## src/wdt_defines.svh

```systemverilog
/*
 * Constants for the RC pin watchdog controller: register address, field
 * positions, reset values, command values and stretch timing.
 * Assumes a 100 MHz system clock; one cycle time equals one clock cycle.
 */
`ifndef WDT_DEFINES_SVH
`define WDT_DEFINES_SVH

// Register address of the control register.
`define WDT_CTRL_ADDR     16'hfe0f
// Field positions inside the control register.
`define WDT_BIT_RUN       0
`define WDT_BIT_RST       1
`define WDT_BIT_CLR       2
`define WDT_BIT_HLT       4
`define WDT_BIT_SPARE     5
`define WDT_BIT_FLAG      7
// Reset value of the control register.
`define WDT_CTRL_RESET    8'h00
// Mask of bits that exist; the rest read as zero.
`define WDT_CTRL_MASK     8'hb7
// Write value that clears a running watchdog.
`define WDT_CLEAR_CMD     8'h55
// Write value that starts a discharge while the watchdog is stopped.
`define WDT_DISCHARGE_CMD 8'h04
// Stretch time in cycle times, least value allowed.
`define WDT_STRETCH_TCYC  1920
// Stretch cycles derived from cycle time (10 ns) per clock (10 ns).
`define WDT_STRETCH_CYC   ((`WDT_STRETCH_TCYC * 10 + 9) / 10)
// Stretch counter width.
`define WDT_STRETCH_W     11

`endif

```

## src/wdt_pkg.sv

```systemverilog
/*
 * Types shared by the watchdog controller files.
 * Assumes wdt_defines.svh is compiled alongside.
 */
package wdt_pkg;
    // Watchdog activity state.
    typedef enum logic [1:0] {
        idle_t_st,
        running_st,
        tripped_st
    } wdt_state_t;
endpackage

```

## src/wdt_stretch.sv

```systemverilog
/*
 * Pulse stretcher: keeps the discharge transistor on for a fixed number of
 * cycles after each trigger pulse.
 * Assumes a single clock and triggers synchronous to it.
 */
`timescale 1ns/1ps
`include "wdt_defines.svh"
module wdt_stretch #(
    parameter int CYCLES = `WDT_STRETCH_CYC
) (
    input  wire logic clk,      // System clock.
    input  wire logic nrst,     // Asynchronous active low reset.
    input  wire logic trigger,  // One cycle pulse starting a stretch.
    output logic      active    // High while the stretch runs.
);
    // Remaining stretch cycles.
    logic [`WDT_STRETCH_W-1:0] remain;

    // Each trigger reloads the full count, then it counts down to zero.
    always_ff @(posedge clk or negedge nrst) begin
        if (!nrst) begin
            remain <= '0;
        end else if (trigger) begin
            remain <= `WDT_STRETCH_W'(CYCLES);
        end else if (remain != '0) begin
            remain <= remain - `WDT_STRETCH_W'(1);
        end
    end

    // The stretch is active while cycles remain.
    assign active = (remain != '0);

    // A trigger keeps the output on for at least the next 8 cycles.
    chk_stretch_span: assert property (@(posedge clk) disable iff (!nrst)
        trigger |=> active [*8]) else $error("Stretch ended too early.");
endmodule

```

## src/wdt_detect.sv

```systemverilog
/*
 * Runaway detector: turns the high-threshold pin level into a one-cycle
 * runaway event on its rising edge.
 * Assumes the level input is synchronous to the clock.
 */
`timescale 1ns/1ps
module wdt_detect (
    input  wire logic clk,        // System clock.
    input  wire logic nrst,       // Asynchronous active low reset.
    input  wire logic high_level, // High-threshold pin level.
    input  wire logic enable,     // Detection allowed.
    output logic      event_out   // One cycle runaway event.
);
    // Previous sampled level.
    logic last;

    // Record the level each cycle.
    always_ff @(posedge clk or negedge nrst) begin
        if (!nrst) begin
            last <= 1'b0;
        end else begin
            last <= high_level;
        end
    end

    // A rising level is a runaway while detection is allowed.
    assign event_out = enable && high_level && !last;

    // The event only ever follows a low-to-high change while enabled.
    chk_detect_edge: assert property (@(posedge clk) disable iff (!nrst)
        event_out |-> (enable && !$past(high_level))) else $error("Event without edge.");
endmodule

```

## src/wdt_ctrl.sv

```systemverilog
/*
 * RC pin watchdog controller. Holds the 8-bit control register, drives the
 * open-drain discharge transistor through a pulse stretcher, and turns a
 * rise to high level on the watchdog pin into a reset request or interrupt.
 * Assumes pin inputs are synchronous to clk and the port register logic
 * outside supplies the port configuration, with the pin set open drain.
 * Assumes the bus master holds each strobe for one cycle and takes read
 * data in the cycle after its read strobe.
 * Assumes the reset request and the interrupt zero pulse are caught by
 * logic outside, which restarts the processor or vectors it.
 */
`timescale 1ns/1ps
`include "wdt_defines.svh"
module wdt_ctrl #(
    parameter int STRETCH_CYCLES = `WDT_STRETCH_CYC
) (
    input  wire logic        clk,            // System clock, 100 MHz.
    input  wire logic        nrst,           // Reset pin, asynchronous, active low.
    input  wire logic [15:0] addr,           // Register address.
    input  wire logic [7:0]  wdata,          // Write data.
    input  wire logic        wr,             // Write strobe.
    input  wire logic        rd,             // Read strobe.
    output logic      [7:0]  rdata,          // Read data, one cycle after rd.
    input  wire logic        pin_high,       // High-threshold buffer level.
    input  wire logic        pin_port_in,    // Port-level input of the pin.
    output logic             pin_port_data,  // Pin port data as software reads it.
    output logic             pin_out,        // Pin output, always low when driven.
    output logic             pin_oe_n,       // Pin drive enable, low drives low.
    input  wire logic        low_power,      // Entry to halt or hold, one cycle.
    output logic             system_reset,   // Runaway reset request pulse.
    output logic             ext_int_zero,   // Interrupt zero request pulse.
    output logic             running         // Watchdog runs.
);
    // Control register bits.
    logic       runaway_flag;
    logic       spare_flag;
    logic       low_power_disable;
    logic       clear_enable;
    logic       reset_select;
    logic       run_bit;
    // Decoded accesses.
    logic       sel;
    logic       wr_ctrl;
    logic       clear_write;
    logic       plain_write;
    logic       gate_stop;
    // Stretcher trigger and state.
    logic       stretch_trig;
    logic       stretch_on;
    // Runaway event.
    logic       runaway;
    // Watchdog activity state.
    wdt_pkg::wdt_state_t state;
    // Width of the discharge run counter, one bit above the stretch counter.
    localparam int LEN_W = `WDT_STRETCH_W + 1;
    // Length of the present discharge run in clock cycles; saturates.
    logic [LEN_W-1:0] drive_len;

    // Address decode helper used for both strobes.
    function automatic logic hit(input logic [15:0] a);
        hit = (a == `WDT_CTRL_ADDR);
    endfunction

    assign sel = hit(addr);
    assign wr_ctrl = wr && sel;

    // A clear write is 55h while running; others are blocked then.
    assign clear_write = wr_ctrl && run_bit && (wdata == `WDT_CLEAR_CMD);
    assign plain_write = wr_ctrl && !run_bit;

    // Halt or hold entry stops the watchdog only when gated by the bit.
    assign gate_stop = low_power && low_power_disable;

    // Run bit: set by software, never cleared by software.
    always_ff @(posedge clk or negedge nrst) begin
        if (!nrst) begin
            run_bit <= 1'b0;
        end else if (gate_stop) begin
            run_bit <= 1'b0;
        end else if (plain_write && wdata[`WDT_BIT_RUN]) begin
            run_bit <= 1'b1;
        end
    end

    // Clear-enable and reset-select: writable only while stopped.
    always_ff @(posedge clk or negedge nrst) begin
        if (!nrst) begin
            clear_enable <= 1'b0;
            reset_select <= 1'b0;
        end else if (gate_stop) begin
            clear_enable <= 1'b0;
            reset_select <= 1'b0;
        end else if (plain_write) begin
            clear_enable <= wdata[`WDT_BIT_CLR];
            reset_select <= wdata[`WDT_BIT_RST];
        end
    end

    // Low-power-disable and spare flag: writable only while stopped.
    always_ff @(posedge clk or negedge nrst) begin
        if (!nrst) begin
            low_power_disable <= 1'b0;
            spare_flag        <= 1'b0;
        end else if (plain_write) begin
            low_power_disable <= wdata[`WDT_BIT_HLT];
            spare_flag        <= wdata[`WDT_BIT_SPARE];
        end
    end

    // Runaway flag: hardware set wins over a software clear.
    always_ff @(posedge clk or negedge nrst) begin
        if (!nrst) begin
            runaway_flag <= 1'b0;
        end else if (runaway && reset_select) begin
            runaway_flag <= 1'b1;
        end else if (plain_write) begin
            runaway_flag <= wdata[`WDT_BIT_FLAG];
        end
    end

    // Activity state, used only by the checks; software cannot read it.
    always_ff @(posedge clk or negedge nrst) begin
        if (!nrst) begin
            state <= wdt_pkg::idle_t_st;
        end else begin
            unique case (state)
                wdt_pkg::idle_t_st: begin
                    if (plain_write && wdata[`WDT_BIT_RUN] && !gate_stop) begin
                        state <= wdt_pkg::running_st;
                    end
                end
                wdt_pkg::running_st: begin
                    if (gate_stop) begin
                        state <= wdt_pkg::idle_t_st;
                    end else if (runaway) begin
                        state <= wdt_pkg::tripped_st;
                    end
                end
                wdt_pkg::tripped_st: begin
                    if (gate_stop) begin
                        state <= wdt_pkg::idle_t_st;
                    end else if (clear_write) begin
                        state <= wdt_pkg::running_st;
                    end
                end
                // The fourth code of the state vector is illegal; fall back to idle.
                default: begin
                    state <= wdt_pkg::idle_t_st;
                end
            endcase
        end
    end

    assign running = run_bit;

    // Trigger the stretcher on a clear write with clear-enable set, and also while stopped with
    // clear-enable set, which also covers the 04h discharge write.
    // Leaving clear-enable set while stopped keeps the transistor on and
    // draws current through the external resistor for as long as it lasts.
    assign stretch_trig = (clear_write && clear_enable)
                        || (!run_bit && clear_enable);

    // Pulse stretcher holding the transistor on.
    wdt_stretch #(
        .CYCLES (STRETCH_CYCLES)
    ) u_stretch (
        .clk     (clk),
        .nrst    (nrst),
        .trigger (stretch_trig),
        .active  (stretch_on)
    );

    // Open-drain pin: only ever pulls low.
    always_ff @(posedge clk or negedge nrst) begin
        if (!nrst) begin
            pin_oe_n <= 1'b1;
        end else begin
            pin_oe_n <= !(stretch_on || stretch_trig);
        end
    end
    assign pin_out = 1'b0;

    // Discharge run length for the stretch check. The count restarts each
    // time the pin is released and stops at its top value, so a long idle
    // discharge cannot wrap round and look like a short one. It feeds only
    // the check below and has no effect on the pin.
    always_ff @(posedge clk or negedge nrst) begin
        if (!nrst) begin
            drive_len <= '0;
        end else if (pin_oe_n) begin
            drive_len <= '0; // Pin released: start again.
        end else if (drive_len != '1) begin
            drive_len <= drive_len + LEN_W'(1); // One more low cycle.
        end
    end

    // Port data read of the pin reflects its level; low reads 0.
    always_ff @(posedge clk or negedge nrst) begin
        if (!nrst) begin
            pin_port_data <= 1'b0;
        end else begin
            pin_port_data <= pin_port_in;
        end
    end

    // Detection runs while running, or always when reset-select is set.
    // The detector follows the pin even while disabled, so enabling it with
    // the pin already high raises nothing until the pin falls and rises.
    wdt_detect u_detect (
        .clk        (clk),
        .nrst       (nrst),
        .high_level (pin_high),
        .enable     (run_bit || reset_select),
        .event_out  (runaway)
    );

    // Runaway responses: reset request or interrupt zero.
    always_ff @(posedge clk or negedge nrst) begin
        if (!nrst) begin
            system_reset <= 1'b0;
            ext_int_zero <= 1'b0;
        end else begin
            system_reset <= runaway && reset_select;
            ext_int_zero <= runaway && !reset_select;
        end
    end

    // Read data, one cycle after the strobe; absent bits read zero.
    always_ff @(posedge clk or negedge nrst) begin
        if (!nrst) begin
            rdata <= 8'h00;
        end else if (rd && sel) begin
            rdata <= {runaway_flag, 1'b0, spare_flag, low_power_disable,
                      1'b0, clear_enable, reset_select, run_bit} & `WDT_CTRL_MASK;
        end else begin
            rdata <= 8'h00;
        end
    end

    // Writes while running never change the run bit or config.
    chk_write_lock: assert property (@(posedge clk) disable iff (!nrst)
        (run_bit && wr_ctrl && !gate_stop) |=> (run_bit && $stable(reset_select)))
        else $error("Locked register changed.");
    // A gated low-power entry clears run, clear and reset bits.
    chk_lp_stop: assert property (@(posedge clk) disable iff (!nrst)
        gate_stop |=> (!run_bit && !clear_enable && !reset_select))
        else $error("Low power did not stop watchdog.");
    // Clear write with clear-enable set drives the pin low on the next cycle.
    chk_clear_drive: assert property (@(posedge clk) disable iff (!nrst)
        (clear_write && clear_enable) |=> !pin_oe_n) else $error("Clear did not discharge.");
    // Runaway with reset-select gives flag and reset next cycle.
    chk_reset_flag: assert property (@(posedge clk) disable iff (!nrst)
        (runaway && reset_select) |=> (runaway_flag && system_reset))
        else $error("Runaway reset missing.");
    // Runaway without reset-select gives interrupt, no reset.
    chk_int_zero: assert property (@(posedge clk) disable iff (!nrst)
        (runaway && !reset_select) |=> (ext_int_zero && !system_reset))
        else $error("Interrupt zero missing.");
    // The flag never falls unless software writes while stopped.
    chk_flag_hold: assert property (@(posedge clk) disable iff (!nrst)
        (runaway_flag && !plain_write) |=> runaway_flag) else $error("Flag cleared itself.");
    // Clear-enable while stopped drives the pin on the next cycle.
    chk_idle_drive: assert property (@(posedge clk) disable iff (!nrst)
        (!run_bit && clear_enable) |=> !pin_oe_n) else $error("Idle discharge missing.");
    // Reset-select detection works with the watchdog stopped.
    chk_idle_reset: assert property (@(posedge clk) disable iff (!nrst)
        (!run_bit && reset_select && runaway) |=> system_reset)
        else $error("Idle reset missing.");
    // Read data follow a register read in the next cycle.
    chk_read_data: assert property (@(posedge clk) disable iff (!nrst)
        (rd && sel) |=> (rdata[`WDT_BIT_RUN] == $past(run_bit)))
        else $error("Read data wrong.");

    // A write of 04h while stopped turns the transistor on two edges later,
    // once the new clear-enable bit has reached the stretcher trigger.
    chk_discharge_cmd: assert property (@(posedge clk) disable iff (!nrst)
        (plain_write && !gate_stop && (wdata == `WDT_DISCHARGE_CMD)) |=> ##1 !pin_oe_n)
        else $error("Discharge write did not drive the pin.");

    // The pin is never released before a full stretch has been counted.
    chk_stretch_min: assert property (@(posedge clk) disable iff (!nrst)
        $rose(pin_oe_n) |-> (drive_len >= STRETCH_CYCLES))
        else $error("Discharge ended before the stretch time.");

    // Port data follow a low pin level one cycle later.
    chk_port_low: assert property (@(posedge clk) disable iff (!nrst)
        !pin_port_in |=> !pin_port_data)
        else $error("Low pin read as one.");

    // The activity state and the run bit always agree.
    chk_state_run: assert property (@(posedge clk) disable iff (!nrst)
        ((state == wdt_pkg::idle_t_st) == !run_bit))
        else $error("State and run bit disagree.");

    // Once running, only a gated low-power entry clears the run bit.
    chk_run_sticky: assert property (@(posedge clk) disable iff (!nrst)
        (run_bit && !gate_stop) |=> run_bit)
        else $error("Run bit fell without a stop.");

    // A gated low-power entry keeps the low-power-disable bit itself.
    chk_stop_keeps: assert property (@(posedge clk) disable iff (!nrst)
        (gate_stop && !plain_write) |=> $stable(low_power_disable))
        else $error("Low power entry changed its own bit.");

    // Writes while running leave the spare and low-power bits alone.
    chk_bits_lock: assert property (@(posedge clk) disable iff (!nrst)
        (run_bit && wr_ctrl) |=> ($stable(spare_flag) && $stable(low_power_disable)))
        else $error("Locked bits changed.");

    // A write while stopped loads the flag, unless a runaway sets it.
    chk_flag_write: assert property (@(posedge clk) disable iff (!nrst)
        (plain_write && !(runaway && reset_select))
            |=> (runaway_flag == $past(wdata[`WDT_BIT_FLAG])))
        else $error("Flag write not taken.");

    // Reset requests last one cycle each.
    chk_reset_pulse: assert property (@(posedge clk) disable iff (!nrst)
        system_reset |=> !system_reset)
        else $error("Reset request longer than a cycle.");

    // Interrupt requests last one cycle each.
    chk_int_pulse: assert property (@(posedge clk) disable iff (!nrst)
        ext_int_zero |=> !ext_int_zero)
        else $error("Interrupt request longer than a cycle.");

    // A stopped watchdog without reset-select raises no interrupt.
    chk_idle_quiet: assert property (@(posedge clk) disable iff (!nrst)
        (!run_bit && !reset_select) |=> !ext_int_zero)
        else $error("Interrupt while stopped.");
endmodule

```

## config.mk

```make
export PLATFORM = sky130hd
export DESIGN_NAME = wdt_ctrl
export DESIGN_NICKNAME = d
export VERILOG_FILES = /design/src/wdt_pkg.sv /design/src/wdt_stretch.sv /design/src/wdt_detect.sv /design/src/wdt_ctrl.sv
export VERILOG_INCLUDE_DIRS = /design/src
export SDC_FILE = /design/constraint.sdc
export NUM_CORES = 1
export LEC_CHECK = 0
export BUFFER_PORTS_ARGS = -buffer_cell sky130_fd_sc_hd__clkbuf_2
export CAP_MARGIN = 10
export CORE_ASPECT_RATIO = 0.75
export CORE_UTILIZATION = 45
export DETAILED_ROUTE_END_ITERATION = 12
export PLACE_DENSITY_LB_ADDON = 0.05
export RECOVER_POWER = 25
export SYNTH_ARGS = -nofsm -noshare
export SYNTH_HDL_FRONTEND = slang
export SYNTH_SLANG_ARGS = --single-unit
```

## constraint.sdc

```tcl
create_clock -name clk -period 2 [get_ports clk]
set_clock_uncertainty 0.1 [all_clocks]
set_input_delay 0.2 -clock clk [delete_from_list [all_inputs] [get_ports clk]]
set_output_delay 0.2 -clock clk [all_outputs]
set_load 0.1 [all_outputs]
```

==> metrics <==
maximum number of pins on one net before global-route repair 29; standard cell core area about 2900 um2; via/cell ratio 5.39; ys flop type dfrtp_1; CTS H-tree lvls 1; count of flip-flops with a built-in enable after synthesis 0; async set-or-reset flop fraction in the synthesized netlist 100%; area of the die 3300 um2; family with the most delay on the worst path simple AND/OR/NAND/NOR gates; count of buffers from port buffering a little over 40; number of standard cells after synthesis 123; antenna violations before repair 0; CP max stage delay 420 ps; vertical die dimension 50.0 um; number of max-cap violations 0; slew at the pin with the worst max-slew slack slightly below 700 ps; standard cell with the maximum stage delay on the critical path or4_4; highest-count cells in the layout ignoring fill and taps clkbuf_2, dfrtp_1, nand2_1, nor2_1, buf_4; number of different library cells in the post-synthesis netlist 42; count of final hold-check violations 0; worst ir drop on vdd about 0.51 mV; kind of end point of the critical path register; clock power share about a third; sw power roughly 360 uW; num ports 45; DRC violation count after routing 0; HPWL after detailed placement around 2300 um; # nets final 210; Min Clock Period, post-route around 2000 ps; average footprint of a synthesized cell ~11 um2; vias 1153; share of the yosys chip area belonging to registers 50.8%; first-pass GRT wire length 4980 um; buffer cell driving the clock tree root clkbuf_8; number of warning messages in the yosys log 0; post-place instance area between 1500 and 2000 um2; GRT Resource Usage Total approximately a fifth; clock-pin slew of the registers on the worst-case setup and hold paths 90 ps; final setup vio count 1; final-layout setup total negative slack -0.975 ps; growth of design area from synthesis to finish 29.4%; initial core utilization 47.1%; class of the tightest hold or removal check in2reg; maximum clock frequency 500 MHz; TritonCTS Buffers 3; critical path startpoint category register; vias in the first global route 1093; chip width 66.0 um; Rows 17; final instance area 1790 um2; number of diodes added for antenna fixing 0; commonest non-fill, non-tap cell in the layout clkbuf_2; run status complete, but fails checks; final routed wirelength across all metal layers 2900 um; core utilization of the finished layout 60.9%; endpoint arrival time on the critical path between 2000 and 2500 ps; failing checks negative setup slack; power density over cell area approximately 750 nW/um2; switch share 26.6%; number of filler instances in the final layout 255; final cycle utilization of the critical path 100%; antenna-violating nets left 0; required time of the worst setup path 2110 ps; Setup Crit Path Kind reg2reg; count of routing violations after the opening detailed-route iteration 51; Fin Hold WS 5.39 ps; Reg power frac 50.4%; TritonCTS clock tree built; proportion of layout cells with a drive suffix above 1 39.2%; detail-routed net length per standard cell roughly 14 um; placer's final routability congestion estimate slightly above 0.8; total grt overflow 0; cell area after technology mapping 1380 um2; count of clock tree sinks 28; final setup slack of the worst path -0.975 ps; deepest clock path buffer count 2; leakage power summed over all cells 0.000892 uW; RSZ-0062 raised after global routing true; CP max FO 4; number of buffer and inverter stages on the critical path 1; Slew HR 55.2%; final max-slew violation count 0; internal power component 981 uW; worst-skew pair later-pin latency 270 ps; sequence of cells on the critical path inv_2, ha_4, or3b_4, or4_4, or3_1, nand3_1; 1st-pass router iterations 4; post-synthesis register bit count 28; Comb pwr share 16.9%
-- sequential cells by signal, summed over array words and instances, names as in the netlist --
signal             count
u_stretch.remain      11
rdata                  6
clear_enable           1
ext_int_zero           1
low_power_disable      1
pin_oe_n               1
pin_port_data          1
reset_select           1
runaway_flag           1
running                1
spare_flag             1
system_reset           1
u_detect.last          1
-- routing by layer --
metal / part of all wire, % / vias up / GRT usage, %
met2: 43 / 49 / 29.3
met3: 7.4 / 0 / 5.32
met4: 0 / 0 / 4.96
met1: 49 / 548 / 29.7
met5: 0 / - / 0
li1: - / 556 / -
-- worst register-to-register path, cell delays in order (launching register included) --
cell and delay (ps):
dfrtp_1 400, inv_2 110, ha_4 150, or3b_4 370, or4_4 420, or3_1 310, nand3_1 80
-- kinds of logic (layout without fill, tap and decap cells) --
logic type / Yosys count / count (layout) / synth area share (%)
xor+xnor: 2 / 2 / 1.27
flops: 28 / 28 / 50.8
mux: 6 / 6 / 5.16
other cells: 1 / 3 / 0.271
simple gates: 60 / 60 / 30.1
compound gates: 16 / 16 / 7.61
fa+ha+maj: 2 / 2 / 1.81
buf+inv: 8 / 59 / 2.99
-- synth_stat cells (2+ instances only) --
cell type	n	area, um2
nand3_1	6	30.0
nor2_1	8	30.0
nor4_4	2	42.5
nor2b_1	2	12.5
nand2_1	8	30.0
mux2i_1	3	30.0
nand4b_1	5	43.8
or3_1	3	18.8
buf_4	3	22.5
ha_1	2	25.0
or4_1	3	22.5
inv_1	4	15.0
xnor2_1	2	17.5
dfrtp_1	27	676
a21oi_1	5	25.0
o31ai_1	3	22.5
or2_2	2	12.5
mux2_4	2	30.0
and3_1	6	37.5
o21ai_0	3	15.0
nand4_1	3	18.8
-- final cells by class --
cell class / count / area [um2] / share of cell area [%]
clock buffers: 3 / 41.3 / 2.31
clock inverters: 1 / 30.0 / 1.68
inverters: 4 / 15.0 / 0.840
multi-input cells: 89 / 666 / 37.2
flip-flops and latches: 28 / 702 / 39.3
well taps: 38 / 47.5 / 2.66
repair buffers: 51 / 287 / 16.0
-- power by group through the flow --
stage / registers (uW) / logic [uW] / clock network, uW
floorplan: 680 / 119 / 0
global placement: 680 / 213 / 0
detailed placement: 681 / 218 / 0
CTS: 672 / 222 / 448
global route: 682 / 249 / 481
finish: 674 / 227 / 437
-- per-stage QoR --
| step | instances | power (uW) | worst slack [ps] |
|---|---|---|---|
| after floorplan | 125 | 799 | 8.09 |
| after CTS | 214 | 1340 | 1.66 |
| after detailed placement | 207 | 898 | -10.1 |
| after global placement | 207 | 893 | 26.7 |
| after global routing | 214 | 1410 | -81.7 |
| final | 214 | 1340 | -0.975 |
-- repair_timing --
action	in CTS	in global routing
setup buffers	0	0
gates resized for setup	1	5
hold endpoints to repair	29	0
cloned	0	0
setup endpoints to repair	1	3
hold buffers	3	0
-- worst paths after layout --
path	slack, ps	start	cells after the start	to
max	-1	u_stretch.remain[0]$_DFFE_PN0P_	6	u_stretch.remain[8]$_DFFE_PN0P_
min	5	low_power	2	running$_DFFE_PN0P_
max reg2reg	-1	u_stretch.remain[0]$_DFFE_PN0P_	6	u_stretch.remain[8]$_DFFE_PN0P_
min reg2reg	340	u_detect.last$_DFF_PN0_	1	ext_int_zero$_DFF_PN0_
max in group asynchronous	980	nrst	2	runaway_flag$_DFFE_PN0P_
min in group asynchronous	390	nrst	2	u_stretch.remain[2]$_DFFE_PN0P_
Power figures use the tool's default switching activity.
